==> src/rtl/srr_defines.svh <==
// Constants for the stack, return and rotate execution block
`ifndef SRR_DEFINES_SVH
`define SRR_DEFINES_SVH
`define OP_IDLE 16'h0000
`define OP_DISCARD 16'h0006
`define OP_STORE 16'h0005
`define OP_SOFT_RESET 16'h00ff
`define OP_IRQ_RET_HI 15'h0008
`define OP_SUB_RET_HI 15'h0009
`define OP_LIT_RET_HI 8'h0c
`define OP_CALL_HI 5'h1b
`define OP_SECOND_HI 4'hf
`define OP_RLC_HI 6'h0d
`define OP_RRC_HI 6'h0c
`define OP_RLN_HI 6'h11
`define PC_STEP 21'h000002
`define STACK_DEPTH 31
`define PTR_W 5
`define INDEXED_LIMIT 8'h5f
`define ST_C 0
`define ST_Z 2
`define ST_N 4
`define WREG_RST 8'h00
`define STATUS_RST 8'h00
`define BANK_SEL_RST 4'h0
`define EXT_EN_BIT 0
`define PC_RST 21'h000000
`define ADDR_RESP_OKAY 2'b00
`define ADDR_RESP_SLVERR 2'b10
`define REG_OP 5'h00
`define REG_CTRL 5'h04
`define REG_PC 5'h08
`define REG_TOP 5'h0c
`define REG_WREG 5'h10
`define REG_FILE 5'h14
`define REG_FADDR 5'h18
`endif

==> src/rtl/srr_pkg.sv <==
// Types for the stack, return and rotate execution block
package srr_pkg;
  typedef enum logic [1:0] {ST_DECODE, ST_IDLE_CYCLE, ST_HALT} seq_e;
  typedef logic [20:0] pc_t;
  typedef logic [7:0] byte_t;
endpackage

==> src/rtl/return_stack.sv <==
// Return address stack with push and pop
`timescale 1ns/1ps
`include "srr_defines.svh"
module return_stack (
  input wire logic aclk,
  input wire logic aresetn,
  input wire logic push,
  input wire logic pop,
  input wire srr_pkg::pc_t push_value,
  output srr_pkg::pc_t top
);
  import srr_pkg::*;
  pc_t mem_q [`STACK_DEPTH];
  logic [`PTR_W-1:0] ptr_q;
  wire logic [`PTR_W-1:0] ptr_up = ptr_q + 5'h01;
  wire logic [`PTR_W-1:0] ptr_dn = ptr_q - 5'h01;
  assign top = (ptr_q == 5'h00) ? `PC_RST : mem_q[ptr_dn];
  always_ff @(posedge aclk) begin
    if (!aresetn) begin
      ptr_q <= 5'h00;
    end else if (push && ptr_q != 5'(`STACK_DEPTH)) begin
      mem_q[ptr_q] <= push_value;
      ptr_q <= ptr_up;
    end else if (pop && ptr_q != 5'h00) begin
      ptr_q <= ptr_dn;
    end
  end
endmodule // return_stack

==> src/rtl/rotate_unit.sv <==
// Byte rotate through carry and without carry
`timescale 1ns/1ps
`include "srr_defines.svh"
module rotate_unit (
  input wire srr_pkg::byte_t operand,
  input wire logic carry_in,
  input wire logic [1:0] kind,
  output srr_pkg::byte_t result,
  output logic carry_out
);
  import srr_pkg::*;
  assign result = (kind == 2'h0) ? {operand[6:0], carry_in} :
                  (kind == 2'h1) ? {carry_in, operand[7:1]} :
                  {operand[6:0], operand[7]};
  assign carry_out = (kind == 2'h1) ? operand[0] : operand[7];
endmodule // rotate_unit

==> src/rtl/stack_return_rotate_exec.sv <==
// Execution of stack, return and rotate instructions with AXI4-Lite access
`timescale 1ns/1ps
`include "srr_defines.svh"
module stack_return_rotate_exec (
  input wire logic aclk,
  input wire logic aresetn,
  input wire logic awvalid,
  output logic awready,
  input wire logic [31:0] awaddr,
  input wire logic [2:0] awprot,
  input wire logic wvalid,
  output logic wready,
  input wire logic [31:0] wdata,
  input wire logic [3:0] wstrb,
  output logic bvalid,
  input wire logic bready,
  output logic [1:0] bresp,
  input wire logic arvalid,
  output logic arready,
  input wire logic [31:0] araddr,
  input wire logic [2:0] arprot,
  output logic rvalid,
  input wire logic rready,
  output logic [31:0] rdata,
  output logic [1:0] rresp
);
  import srr_pkg::*;

  // Architectural state
  pc_t pc_q;
  byte_t wreg_q, status_q, file_q;
  logic [3:0] bank_sel_q;
  byte_t shadow_working_q, shadow_status_q;
  logic [3:0] shadow_bank_select_q;
  byte_t pc_high_holding_latch_q, pc_upper_holding_latch_q;
  logic high_prio_global_irq_enable_q, low_prio_global_irq_enable_q;
  logic in_high_irq_q, extended_en_q;
  logic [11:0] file_addr_q;
  logic indexed_q;
  logic [15:0] op_q;
  logic op_pending_q;
  seq_e state_q;

  // Bus slave state
  logic aw_held_q, w_held_q;
  logic [4:0] waddr_q;
  logic [31:0] wdata_q;

  // Decode
  wire logic is_idle = op_q == `OP_IDLE || op_q[15:12] == `OP_SECOND_HI;
  wire logic is_discard = op_q == `OP_DISCARD;
  wire logic is_store = op_q == `OP_STORE;
  wire logic is_soft_reset = op_q == `OP_SOFT_RESET;
  wire logic is_irq_ret = op_q[15:1] == `OP_IRQ_RET_HI;
  wire logic is_sub_ret = op_q[15:1] == `OP_SUB_RET_HI;
  wire logic is_lit_ret = op_q[15:8] == `OP_LIT_RET_HI;
  wire logic is_call = op_q[15:11] == `OP_CALL_HI;
  wire logic is_rlc = op_q[15:10] == `OP_RLC_HI;
  wire logic is_rrc = op_q[15:10] == `OP_RRC_HI;
  wire logic is_rln = op_q[15:10] == `OP_RLN_HI;
  wire logic is_rot = is_rlc || is_rrc || is_rln;
  wire logic shadow_bit = op_q[0];
  wire logic dest_bit = op_q[9];
  wire logic bank_bit = op_q[8];
  wire logic exec = op_pending_q && state_q == ST_DECODE;
  wire logic two_cycle = is_call || is_irq_ret || is_sub_ret || is_lit_ret;

  wire pc_t stack_top;
  wire pc_t ret_addr = pc_q + `PC_STEP;
  wire pc_t call_target = ret_addr + {{9{op_q[10]}}, op_q[10:0], 1'b0};
  wire logic stack_push = exec && (is_store || is_call);
  wire logic stack_pop = exec && (is_discard || is_irq_ret || is_sub_ret || is_lit_ret);

  wire byte_t rot_result;
  wire logic rot_carry;
  wire logic [1:0] rot_kind = is_rlc ? 2'h0 : (is_rrc ? 2'h1 : 2'h2);

  return_stack u_stack (
    .aclk(aclk),
    .aresetn(aresetn && !(exec && is_soft_reset)),
    .push(stack_push),
    .pop(stack_pop),
    .push_value(ret_addr),
    .top(stack_top)
  );

  rotate_unit u_rot (
    .operand(file_q),
    .carry_in(status_q[`ST_C]),
    .kind(rot_kind),
    .result(rot_result),
    .carry_out(rot_carry)
  );

  wire logic use_indexed = !bank_bit && extended_en_q && op_q[7:0] <= `INDEXED_LIMIT;
  wire logic [11:0] rot_addr = bank_bit ? {bank_sel_q, op_q[7:0]} :
                               {{4{op_q[7]}}, op_q[7:0]};

  // Bus decode
  wire logic aw_take = awvalid && awready;
  wire logic w_take = wvalid && wready;
  wire logic aw_have = aw_held_q || aw_take;
  wire logic w_have = w_held_q || w_take;
  // Out-of-range addresses fold onto an unmapped index
  wire logic [4:0] aw_idx = (awaddr[31:5] == 27'h0) ? awaddr[4:0] : 5'h1f;
  wire logic [4:0] wa = aw_take ? aw_idx : waddr_q;
  wire logic [31:0] wd = w_take ? wdata : wdata_q;
  wire logic do_write = aw_have && w_have && !bvalid;
  wire logic wr_hit = awaddr[31:5] == 27'h0 || !aw_take;
  wire logic wr_op = do_write && wa == `REG_OP && !op_pending_q;
  wire logic wr_ctrl = do_write && wa == `REG_CTRL;
  wire logic wr_pc = do_write && wa == `REG_PC;
  wire logic wr_file = do_write && wa == `REG_FILE;
  // Holding latches written only by software
  wire logic wr_latch = do_write && wa == `REG_WREG;
  // Extended set enable written by software
  wire logic wr_ext = do_write && wa == `REG_FADDR;
  wire logic wr_ok = wa == `REG_OP || wa == `REG_CTRL || wa == `REG_PC ||
                     wa == `REG_FILE || wa == `REG_WREG || wa == `REG_FADDR;
  wire logic ar_take = arvalid && arready;
  wire logic [4:0] ra = araddr[4:0];
  wire logic ra_ok = araddr[31:5] == 27'h0 && ra[1:0] == 2'h0 && ra <= `REG_FADDR;
  // Read data select
  wire logic [31:0] rd_val;
  assign rd_val = (ra == `REG_OP) ? {15'h0, op_pending_q, op_q} :
    (ra == `REG_CTRL) ? {4'h0, bank_sel_q, status_q, 9'h0, state_q, in_high_irq_q,
                         high_prio_global_irq_enable_q,
                         low_prio_global_irq_enable_q, indexed_q, extended_en_q} :
    (ra == `REG_PC) ? {11'h0, pc_q} :
    (ra == `REG_TOP) ? {11'h0, stack_top} :
    (ra == `REG_WREG) ? {8'h0, pc_upper_holding_latch_q, pc_high_holding_latch_q,
                         wreg_q} :
    (ra == `REG_FILE) ? {24'h0, file_q} :
    {20'h0, file_addr_q};

  // Sequencer
  always_ff @(posedge aclk) begin
    if (!aresetn) begin
      state_q <= ST_DECODE;
      op_pending_q <= 1'b0;
      op_q <= `OP_IDLE;
    end else if (exec && is_soft_reset) begin
      state_q <= ST_DECODE;
      op_pending_q <= 1'b0;
      op_q <= `OP_IDLE;
    end else begin
      if (wr_op) begin
        op_q <= wd[15:0];
        op_pending_q <= 1'b1;
      end else if (exec && !two_cycle) begin
        op_pending_q <= 1'b0;
      end
      case (state_q)
        ST_DECODE: begin
          if (exec && two_cycle) begin
            state_q <= ST_IDLE_CYCLE;
          end
        end
        ST_IDLE_CYCLE: begin
          state_q <= ST_DECODE;
          op_pending_q <= 1'b0;
        end
        default: begin
          state_q <= ST_DECODE;
        end
      endcase
    end
  end

  // Program counter and registers
  always_ff @(posedge aclk) begin
    if (!aresetn || (exec && is_soft_reset)) begin
      pc_q <= `PC_RST;
      wreg_q <= `WREG_RST;
      status_q <= `STATUS_RST;
      bank_sel_q <= `BANK_SEL_RST;
      high_prio_global_irq_enable_q <= 1'b0;
      low_prio_global_irq_enable_q <= 1'b0;
      pc_high_holding_latch_q <= 8'h00;
      pc_upper_holding_latch_q <= 8'h00;
      file_q <= 8'h00;
      file_addr_q <= 12'h000;
      indexed_q <= 1'b0;
    end else if (wr_pc) begin
      pc_q <= wd[20:0];
    end else if (exec) begin
      if (is_idle || is_discard || is_store || is_rot) begin
        pc_q <= ret_addr;
      end
      if (is_call) begin
        pc_q <= call_target;
      end
      if (is_irq_ret || is_sub_ret || is_lit_ret) begin
        pc_q <= stack_top;
      end
      if (is_irq_ret) begin
        if (in_high_irq_q) begin
          high_prio_global_irq_enable_q <= 1'b1;
        end else begin
          low_prio_global_irq_enable_q <= 1'b1;
        end
      end
      if ((is_irq_ret || is_sub_ret) && shadow_bit) begin
        wreg_q <= shadow_working_q;
        status_q <= shadow_status_q;
        bank_sel_q <= shadow_bank_select_q;
      end
      if (is_lit_ret) begin
        wreg_q <= op_q[7:0];
      end
      if (is_rot) begin
        file_addr_q <= rot_addr;
        indexed_q <= use_indexed;
        if (dest_bit) begin
          file_q <= rot_result;
        end else begin
          wreg_q <= rot_result;
        end
        status_q[`ST_N] <= rot_result[7];
        status_q[`ST_Z] <= rot_result == 8'h00;
        if (!is_rln) begin
          status_q[`ST_C] <= rot_carry;
        end
      end
    end else if (wr_ctrl) begin
      wreg_q <= wd[7:0];
      status_q <= wd[15:8];
      bank_sel_q <= wd[19:16];
      high_prio_global_irq_enable_q <= wd[20];
      low_prio_global_irq_enable_q <= wd[21];
    end else if (wr_file) begin
      file_q <= wd[7:0];
    end else if (wr_latch) begin
      pc_high_holding_latch_q <= wd[15:8];
      pc_upper_holding_latch_q <= wd[23:16];
    end
  end

  // Shadow copies and mode bits loaded by software
  always_ff @(posedge aclk) begin
    if (!aresetn || (exec && is_soft_reset)) begin
      shadow_working_q <= `WREG_RST;
      shadow_status_q <= `STATUS_RST;
      shadow_bank_select_q <= `BANK_SEL_RST;
      in_high_irq_q <= 1'b0;
      extended_en_q <= 1'b0;
    end else if (wr_ctrl) begin
      shadow_working_q <= wd[31:24];
      // Snapshot of status and bank select
      shadow_bank_select_q <= wd[22] ? bank_sel_q : shadow_bank_select_q;
      shadow_status_q <= wd[22] ? status_q : shadow_status_q;
      in_high_irq_q <= wd[23];
    end else if (wr_ext) begin
      extended_en_q <= wd[`EXT_EN_BIT];
    end
  end

  // AXI4-Lite write channel
  always_ff @(posedge aclk) begin
    if (!aresetn) begin
      awready <= 1'b0;
      wready <= 1'b0;
      bvalid <= 1'b0;
      bresp <= `ADDR_RESP_OKAY;
      aw_held_q <= 1'b0;
      w_held_q <= 1'b0;
      waddr_q <= 5'h00;
      wdata_q <= 32'h0;
    end else begin
      awready <= !aw_have && !bvalid && !awready;
      wready <= !w_have && !bvalid && !wready;
      if (aw_take) begin
        aw_held_q <= 1'b1;
        waddr_q <= aw_idx;
      end
      if (w_take) begin
        w_held_q <= 1'b1;
        wdata_q <= wdata;
      end
      if (do_write) begin
        bvalid <= 1'b1;
        bresp <= (wr_hit && wr_ok) ? `ADDR_RESP_OKAY : `ADDR_RESP_SLVERR;
        aw_held_q <= 1'b0;
        w_held_q <= 1'b0;
      end else if (bvalid && bready) begin
        bvalid <= 1'b0;
      end
    end
  end

  // AXI4-Lite read channel
  always_ff @(posedge aclk) begin
    if (!aresetn) begin
      arready <= 1'b0;
      rvalid <= 1'b0;
      rdata <= 32'h0;
      rresp <= `ADDR_RESP_OKAY;
    end else begin
      arready <= !rvalid && !arready && !ar_take;
      if (ar_take) begin
        rvalid <= 1'b1;
        rdata <= ra_ok ? rd_val : 32'h0;
        rresp <= ra_ok ? `ADDR_RESP_OKAY : `ADDR_RESP_SLVERR;
      end else if (rvalid && rready) begin
        rvalid <= 1'b0;
      end
    end
  end
endmodule // stack_return_rotate_exec

==> config.mk <==
export PLATFORM = sky130hd
export DESIGN_NAME = stack_return_rotate_exec
export DESIGN_NICKNAME = d
export VERILOG_FILES = /design/src/rtl/srr_pkg.sv /design/src/rtl/return_stack.sv /design/src/rtl/rotate_unit.sv /design/src/rtl/stack_return_rotate_exec.sv
export VERILOG_INCLUDE_DIRS = /design/src /design/src/rtl
export SDC_FILE = /design/constraint.sdc
export NUM_CORES = 1
export LEC_CHECK = 0
export BUFFER_PORTS_ARGS = -buffer_cell sky130_fd_sc_hd__buf_2
export CAP_MARGIN = 20
export CELL_PAD_IN_SITES_DETAIL_PLACEMENT = 1
export CELL_PAD_IN_SITES_GLOBAL_PLACEMENT = 2
export CORE_ASPECT_RATIO = 0.8
export CORE_MARGIN = 5
export CORE_UTILIZATION = 40
export DETAILED_ROUTE_END_ITERATION = 8
export GPL_ROUTABILITY_DRIVEN = 0
export GPL_TIMING_DRIVEN = 0
export PLACE_DENSITY_LB_ADDON = 0.1
export SLEW_MARGIN = 25
export SYNTH_ARGS = -nofsm -noshare
export SYNTH_HDL_FRONTEND = slang
export SYNTH_HIERARCHICAL = 1
export SYNTH_SLANG_ARGS = --single-unit
export TNS_END_PERCENT = 10
==> constraint.sdc <==
create_clock -name aclk -period 5 [get_ports aclk]
set_clock_uncertainty 0.05 [all_clocks]
set_input_delay 0.75 -clock aclk [delete_from_list [all_inputs] [get_ports aclk]]
set_output_delay 0.75 -clock aclk [all_outputs]
set_load 0.02 [all_outputs]
# Yosys cells after proc, flatten, opt, wreduce, memory -nomap -nowiden
# Memories as Yosys holds them, arrays and structs flattened.
# Cells that the tools add are included.
dict set report word_totals {
  n_memories 1
  ramBits 651
  regBits 205
}
# memory depth width rd rd_clocked_by_memory_dff write_ports line_no
set memory_table {}
lappend memory_table {u_stack.mem_q 31 21 1 0 1 return_stack.sv:13} ;# pc_t mem_q [`STACK_DEPTH];
dict set report op_classes {
  add_sub_neg 4
  mux 64
  eq_ne 31
  bitwise 6
  n_reduce_logical 107
  magnitude_cmp 2
}
# operator n
set op_table {}
lappend op_table {{8-bit 2-to-1 mux} 16}
lappend op_table {{21-bit 2-to-1 mux} 6}
lappend op_table {{28-bit 2-to-1 mux} 3}
lappend op_table {{24-bit 2-to-1 mux} 3}
lappend op_table {{27-bit zero test} 2}
lappend op_table {{1-bit logical AND} 35}
lappend op_table {{16-bit by 3-bit == test with 1-bit output, second input constant} 2}
lappend op_table {{32-bit 2-to-1 mux} 1}
lappend op_table {{15-bit by 4-bit == test with 1-bit output, second input constant} 2}
lappend op_table {{5-bit == test, second input constant} 6}
lappend op_table {{1-bit logical OR} 24}
lappend op_table {{12-bit 2-to-1 mux} 2}
lappend op_table {{1-bit 2-to-1 mux} 22}
lappend op_table {{21-bit by 2-bit adder with 21-bit output, second input constant} 1}
lappend op_table {{21-bit adder} 1}
lappend op_table {{5-bit 2-to-1 mux} 4}
lappend op_table {{16-bit by 8-bit == test with 1-bit output, second input constant} 1}
lappend op_table {{16-bit zero test} 1}
lappend op_table {{5-bit by 4-bit == test with 1-bit output, second input constant} 3}
lappend op_table {{5-bit zero test} 3}
lappend op_table {{1-bit zero test} 14}
lappend op_table {{2-bit nonzero test} 7}
lappend op_table {{6-bit by 4-bit == test with 1-bit output, second input constant} 2}
lappend op_table {{4-bit 2-to-1 mux} 3}
lappend op_table {{other kinds (25)} 50}

# Depth between registers and ports, before layout
dict set report logic_depth {
  word_depth 11
  mapped_depth 20
  depth_no_buf 16
}

# Cells and area by module
# The synthesis kept the hierarchy.
# module area_each_um2 cells_each instances seq_area_each_um2
set by_module_without_submodules {}
lappend by_module_without_submodules {return_stack 25603.3 1287 1 19648.8}
lappend by_module_without_submodules {stack_return_rotate_exec 10715.3 1321 1 3883.7}
lappend by_module_without_submodules {rotate_unit 163.9 13 1 0.0}

# Least setup slack after synthesis
# No wires, ideal clock.
dict set report synth_path {
  path_type {register to register}
  start {reg pc_q[5]}
  end {reg pc_q[18]}
  stages_incl_launch_ff 17
  setup_slack_ps 242
  path_buffers 0
  setup_ps 86
  synth_period_minus_slack_ps 4758
  required_time_ps 4864
  arrival_ps 4623
  cell_sequence {dfxtp_1 and3_1 nand3_1 nor2_1 nand2_1 xnor2_1 ha_1 a21o_1 a21o_1 a221oi_1 o21ai_1 a21o_1 o31ai_1 a21bo_2 a2111oi_0 a2111oi_0 a211oi_1}
}
dict set report synth_via {
  elab_chain_cells 6
  elab_cells_between_ends 7
  cone_classes {add/sub: 2; mux: 5}
}
# item line_no
set synth_rtl {}
lappend synth_rtl {{start, declared} stack_return_rotate_exec.sv:30} ;# pc_t pc_q;
lappend synth_rtl {{start signal, assigned} stack_return_rotate_exec.sv:173} ;# pc_q <= `PC_RST;
lappend synth_rtl {{start signal, assigned} stack_return_rotate_exec.sv:185} ;# pc_q <= wd[20:0];
lappend synth_rtl {{start signal, assigned} stack_return_rotate_exec.sv:188} ;# pc_q <= ret_addr;
lappend synth_rtl {{21-bit by 2-bit adder with 21-bit output (no source line)} n/a}
lappend synth_rtl {{via ret_addr[11]} stack_return_rotate_exec.sv:69} ;# wire pc_t ret_addr = pc_q + `PC_STEP;
lappend synth_rtl {{21-bit adder} stack_return_rotate_exec.sv:70} ;# wire pc_t call_target = ret_addr + {{9{op_q[10]}}, op_q[10:0], 1'b0};
lappend synth_rtl {{21-bit 2-to-1 mux} stack_return_rotate_exec.sv:190} ;# if (is_call) begin
lappend synth_rtl {{21-bit 2-to-1 mux} stack_return_rotate_exec.sv:193} ;# if (is_irq_ret || is_sub_ret || is_lit_ret) begin
lappend synth_rtl {{21-bit 2-to-1 mux} stack_return_rotate_exec.sv:186} ;# end else if (exec) begin
lappend synth_rtl {{21-bit 2-to-1 mux} stack_return_rotate_exec.sv:184} ;# end else if (wr_pc) begin
# The timed path passes the listed nets, and every way through them passes these cells. The select of a mux whose other input is x is not followed.
# A chain may end at the register's enable or synchronous reset.

# Final worst setup path
dict set report layout_path {
  start {reg u_stack.ptr_q[0]}
  end {reg rdata[11]}
}
dict set report layout_via {
  elab_chain_cells 8
  elab_cells_between_ends 9
  cone_classes {add/sub: 1; mux: 6; reduce/logical: 1; memory: 1}
}
# item line_no
set layout_rtl {}
lappend layout_rtl {{start, declared} return_stack.sv:14} ;# logic [`PTR_W-1:0] ptr_q;
lappend layout_rtl {{start signal, assigned} return_stack.sv:23} ;# ptr_q <= ptr_up;
lappend layout_rtl {{start signal, assigned} return_stack.sv:25} ;# ptr_q <= ptr_dn;
lappend layout_rtl {{5-bit by 1-bit subtractor with 5-bit output} return_stack.sv:16} ;# wire logic [`PTR_W-1:0] ptr_dn = ptr_q - 5'h01;
lappend layout_rtl {{memory read 31 x 21 bit} n/a}
lappend layout_rtl {{21-bit 2-to-1 mux *} return_stack.sv:17} ;# assign top = (ptr_q == 5'h00) ? `PC_RST : mem_q[ptr_dn];
lappend layout_rtl {{via stack_top[11]} stack_return_rotate_exec.sv:68} ;# wire pc_t stack_top;
lappend layout_rtl {{24-bit 2-to-1 mux *} stack_return_rotate_exec.sv:130} ;# (ra == `REG_TOP) ? {11'h0, stack_top} :
lappend layout_rtl {{24-bit 2-to-1 mux *} stack_return_rotate_exec.sv:129} ;# (ra == `REG_PC) ? {11'h0, pc_q} :
lappend layout_rtl {{28-bit 2-to-1 mux *} stack_return_rotate_exec.sv:126} ;# (ra == `REG_CTRL) ? {4'h0, bank_sel_q, status_q, 9'h0, state_q, in_high_irq_q,
lappend layout_rtl {{28-bit 2-to-1 mux *} stack_return_rotate_exec.sv:125} ;# assign rd_val = (ra == `REG_OP) ? {15'h0, op_pending_q, op_q} :
lappend layout_rtl {{28-bit 2-to-1 mux *} stack_return_rotate_exec.sv:302} ;# rdata <= ra_ok ? rd_val : 32'h0;
lappend layout_rtl {{end signal, assigned} stack_return_rotate_exec.sv:302}
lappend layout_rtl {{end, declared} stack_return_rotate_exec.sv:24} ;# output logic [31:0] rdata,
# The timed path passes the listed nets; every way through them passes the cells marked *.

==> summary.txt <==
Logic synthesis
  • Synth area leaders: edfxtp_1, dfxtp_1, mux4_2
  • Combinational family with the most area after synthesis: multiplexers
  • Adder-Cell Fraction of Synth Area: 0.0108
  • Portion of netlist area occupied by mux cells: 0.128
  • Area fraction in and, or, nand and nor cells after synthesis: 0.0912
  • Number of enable-type register cells in the synthesized netlist: 651
  • Synth async-reset ratio: 0
  • Netlist area before placement: roughly 36000 um2
  • Post-synthesis sequential area ratio: 0.645
  • Cell count after synthesis: 2621
  • Most used flip-flop cell after synthesis: edfxtp_1
  • Most common cell in the netlist: edfxtp_1
  • Flip-flop and latch count after synthesis: 850
  • Netlist cell types: 91
  • Proportion of netlist area held by the largest area contributor: 0.536
  • Xor and xnor area share after synthesis: 0.00885
  • Commonest cells in the netlist: edfxtp_1, nand2_1, nor2_1, dfxtp_1, mux2i_1
  • Synthesis Warnings: 6
  • Share of the synthesized area in compound gates (AO/OA/AOI/OAI): 0.0901
  • Largest area contributor in the synthesized netlist: edfxtp_1
  • Average footprint of a synthesized cell: 13.9 um2

Worst setup path
  • Type of the worst setup path: reg -> reg
  • Reg-to-Reg End: rdata[11]$_SDFFE_PN0P_
  • Setup slack on the worst flop-to-flop path: 0.008 ns
  • Worst Setup End Kind: flop
  • Worst-path fanout max: 10
  • Reg2Reg Depth: 19
  • Launching element type of the critical path: flop
  • Arrival time of data at the critical path endpoint: 5.46 ns
  • Startpoint of the lowest-slack register-to-register path: u_stack/ptr_q[0]$_SDFFE_PN0P_
  • CP required: 5.47 ns

Pwr
  • Leak: 15.9 nW
  • Switch share: 0.212
  • Part of the total power dissipated in sequential elements: 0.510
  • Pwr dens: approximately 340 nW/um2
  • Cell internal power dissipation: 11.7 mW
  • Switching power total: 3.14 mW
  • Share of total power in combinational logic: 0.028
  • Max VDD drop: ~260 uV
  • Share of total power in the clock network: 0.462

Run
  • Max cap viols: 0

Global routing
  • Antenna violations before repair: 9
  • Total grt overflow: 0
  • Maximum number of pins on one net before global-route repair: 35
  • Number of global-route vias before repair: 24900
  • Total track usage: 0.249
  • First-pass GRT wire length: between 150000 and 200000 um

Place
  • Port bufs: 135
  • Half-perimeter wire length after placement: 91500 um

Floorplan
  • DIE WIDTH: 348 um
  • Standard cell core area: 90800 um2
  • Starting density of the core: 0.402
  • Die Outline Area: a little under 100000 um2
  • Die Height: 280 um
  • Total number of placement rows: 99
  • Top-Level Pins: 154

Min path
  • Hold path startpoint: rready
  • Endpoint, Worst Hold: rvalid$_SDFFE_PN0P_
  • Instance count along the most critical hold path: 3
  • Tightest Hold Check Type: in -> reg

Routing
  • Final wirelength: 125000 um
  • Remaining design rule violation count: 0
  • Starting DRT DRC Count: approximately 2400
  • Wire per inst: between 20 and 30 um
  • Iteration count of the initial detailed-routing pass: 5
  • Total via count in the routed design: about 25000
  • Number of routed nets with antenna violations: 0
  • Number of vias per cell after detailed routing: 5.87

CTS
  • Clock edge transition at the registers on the reported setup and hold paths: approximately 0.070 ns
  • Clock H-tree levels: 3
  • Clock latency of the later-clocked register in the worst-skew pair: 0.66 ns
  • Cell chosen for the clock root: clkbuf_16
  • CTS tree: yes
  • Clock net sink count: 850
  • Hold buffer count at cts: 0
  • Clk buf depth: 3
  • Total CTS buffers: between 80 and 90

Timing
  • Max-Slew Margin vs Limit: 0.230
  • Share of the clock period used by the worst path after layout: 0.998
  • Upper clock frequency limit: 200 MHz
  • Post-route worst hold slack: 0.330 ns
  • Number of hold violations in the final report: 0
  • Actual slew at the worst max-slew pin: 1.15 ns
  • Min Tclk post-route: 4.99 ns
  • Unrepaired setup endpoints after global routing: true
  • Sum Neg Setup Slack: 0 ns
  • Number of max-slew violations in the final report: 0
  • Final setup violation count: 0

Layout
  • Share of final-layout standard cells stronger than drive strength 1: 0.238
  • FILL cells: 9083
  • Nets: 3094
  • Synth-to-Final Area Change: 20.8%

Run status
  • Result of the run: finished clean
repair_timing:
action                     4_1_cts  5_1_grt
cloned                           1        3
pin swaps                        8       19
buffers inserted                 4       32
setup endpoints to repair      450      675
gates resized for setup         43       42
per-layer routing:
metal  global-route usage  vias to the layer above  share of wire
met2                0.348                      898           0.42
met1                0.387                    13100           0.48
met5                    0                        -        0.00018
met3               0.0700                      142          0.089
met4               0.0510                        4          0.018
li1                     -                    10800              -
power by group through the flow:
stage / sequential, mW / combinational [mW] / clock, mW
finish: 7.58 / 0.412 / 6.87
floorplan: 7.72 / 0.200 / 0
detailed placement: 7.73 / 0.408 / 0
CTS: 7.58 / 0.409 / 7.02
global placement: 7.73 / 0.384 / 0
global route: 7.57 / 0.442 / 7.34
how the worst max path moves through the flow:
| stage | slack (ns) | start | to |
|---|---|---|---|
| finish | 0.008 | u_stack/ptr_q[0]$_SDFFE_PN0P_ | rdata[11]$_SDFFE_PN0P_ |
| global route | -0.20 | u_stack/ptr_q[0]$_SDFFE_PN0P_ | rdata[8]$_SDFFE_PN0P_ |
| CTS | -0.28 | op_q[10]$_SDFFE_PN0P_ | u_stack/mem_q[0][2]$_DFFE_PP_ |
| detailed placement | -0.72 | pc_q[5]$_SDFFE_PN0P_ | pc_q[18]$_SDFFE_PN0P_ |
| global placement | -2.40 | pc_q[5]$_SDFFE_PN0P_ | pc_q[18]$_SDFFE_PN0P_ |
| floorplan | 0.24 | pc_q[5]$_SDFFE_PN0P_ | pc_q[18]$_SDFFE_PN0P_ |
state kept, by name (all words and copies together), names as in the netlist, 12 cells and up:
register       count
op_q              16
u_stack/mem_q    651
pc_q              21
wdata_q           32
file_addr_q       12
rdata             28
worst max-delay path, stage by stage, from the launching register on:
cell and delay [ns]:
dfxtp_1 0.38, buf_6 0.19, buf_6 0.18, buf_4 0.29, buf_4 0.27, inv_1 0.15
ha_2 0.48, buf_4 0.31, clkbuf_2 0.35, mux4_2 0.37, nand2_1 0.08, a21oi_1 0.11
nor2_1 0.29, o221ai_1 0.33, nand2_1 0.15, o21ai_0 0.09, a22o_1 0.22, a221o_1 0.33
a22oi_1 0.17, nor2b_1 0.07
final cells by class:
type / instances / area [um2] / share of cell area
clock inverters: 51 / 621 / 0.0141
clock buffers: 115 / 2400 / 0.0544
repair buffers: 230 / 2250 / 0.0510
diodes: 3 / 7.51 / 0.000170
flip-flops and latches: 850 / 23500 / 0.534
multi-input cells: 1589 / 12800 / 0.290
inverters: 14 / 52.6 / 0.00119
plain buffers: 176 / 907 / 0.0206
well taps: 1212 / 1520 / 0.0344
kinds of logic after synthesis:
logic type,count (synthesis)
flops,850
simple gates,721
mux,305
buf+inv,191
xor+xnor,36
fa+ha+maj,31
compound gates,486
other cells,1
cells in the final DEF, fill, tap and decap left out, drive strengths merged, types with 12 or more instances in the layout:
master / netlist / routed
bufinv: 0 / 12
nor2: 231 / 235
buf: 91 / 320
xor2: 13 / 13
o221ai: 20 / 20
o21ai: 72 / 72
o22ai: 25 / 25
clkinv: 1 / 29
o2bb2ai: 19 / 19
nand3: 38 / 38
inv: 13 / 16
nand2b: 13 / 13
nor2b: 45 / 45
mux4: 125 / 125
nand2: 242 / 242
clkbuf: 86 / 201
a22oi: 24 / 24
a211oi: 72 / 72
nor3: 40 / 40
a21oi: 139 / 139
dfxtp: 199 / 199
edfxtp: 651 / 651
mux2: 21 / 21
and2: 33 / 33
nor4: 20 / 20
nand4: 15 / 15
mux2i: 159 / 159
xnor2: 23 / 23
ha: 30 / 30
per-stage QoR:
stage	power, mW	util	instance area, um2	setup WS (ns)	instances
2_1_floorplan	7.92	-	36500	0.242	2626
3_3_place_gp	8.11	0.426	38700	-2.40	3973
3_5_place_dp	8.13	0.444	40300	-0.716	4032
4_1_cts	15.0	0.479	43500	-0.279	4202
5_1_grt	15.4	0.485	44100	-0.205	4237
6_report	14.9	0.485	44100	0.00804	4240
Note: power is estimated with default switching activity, not from simulation.
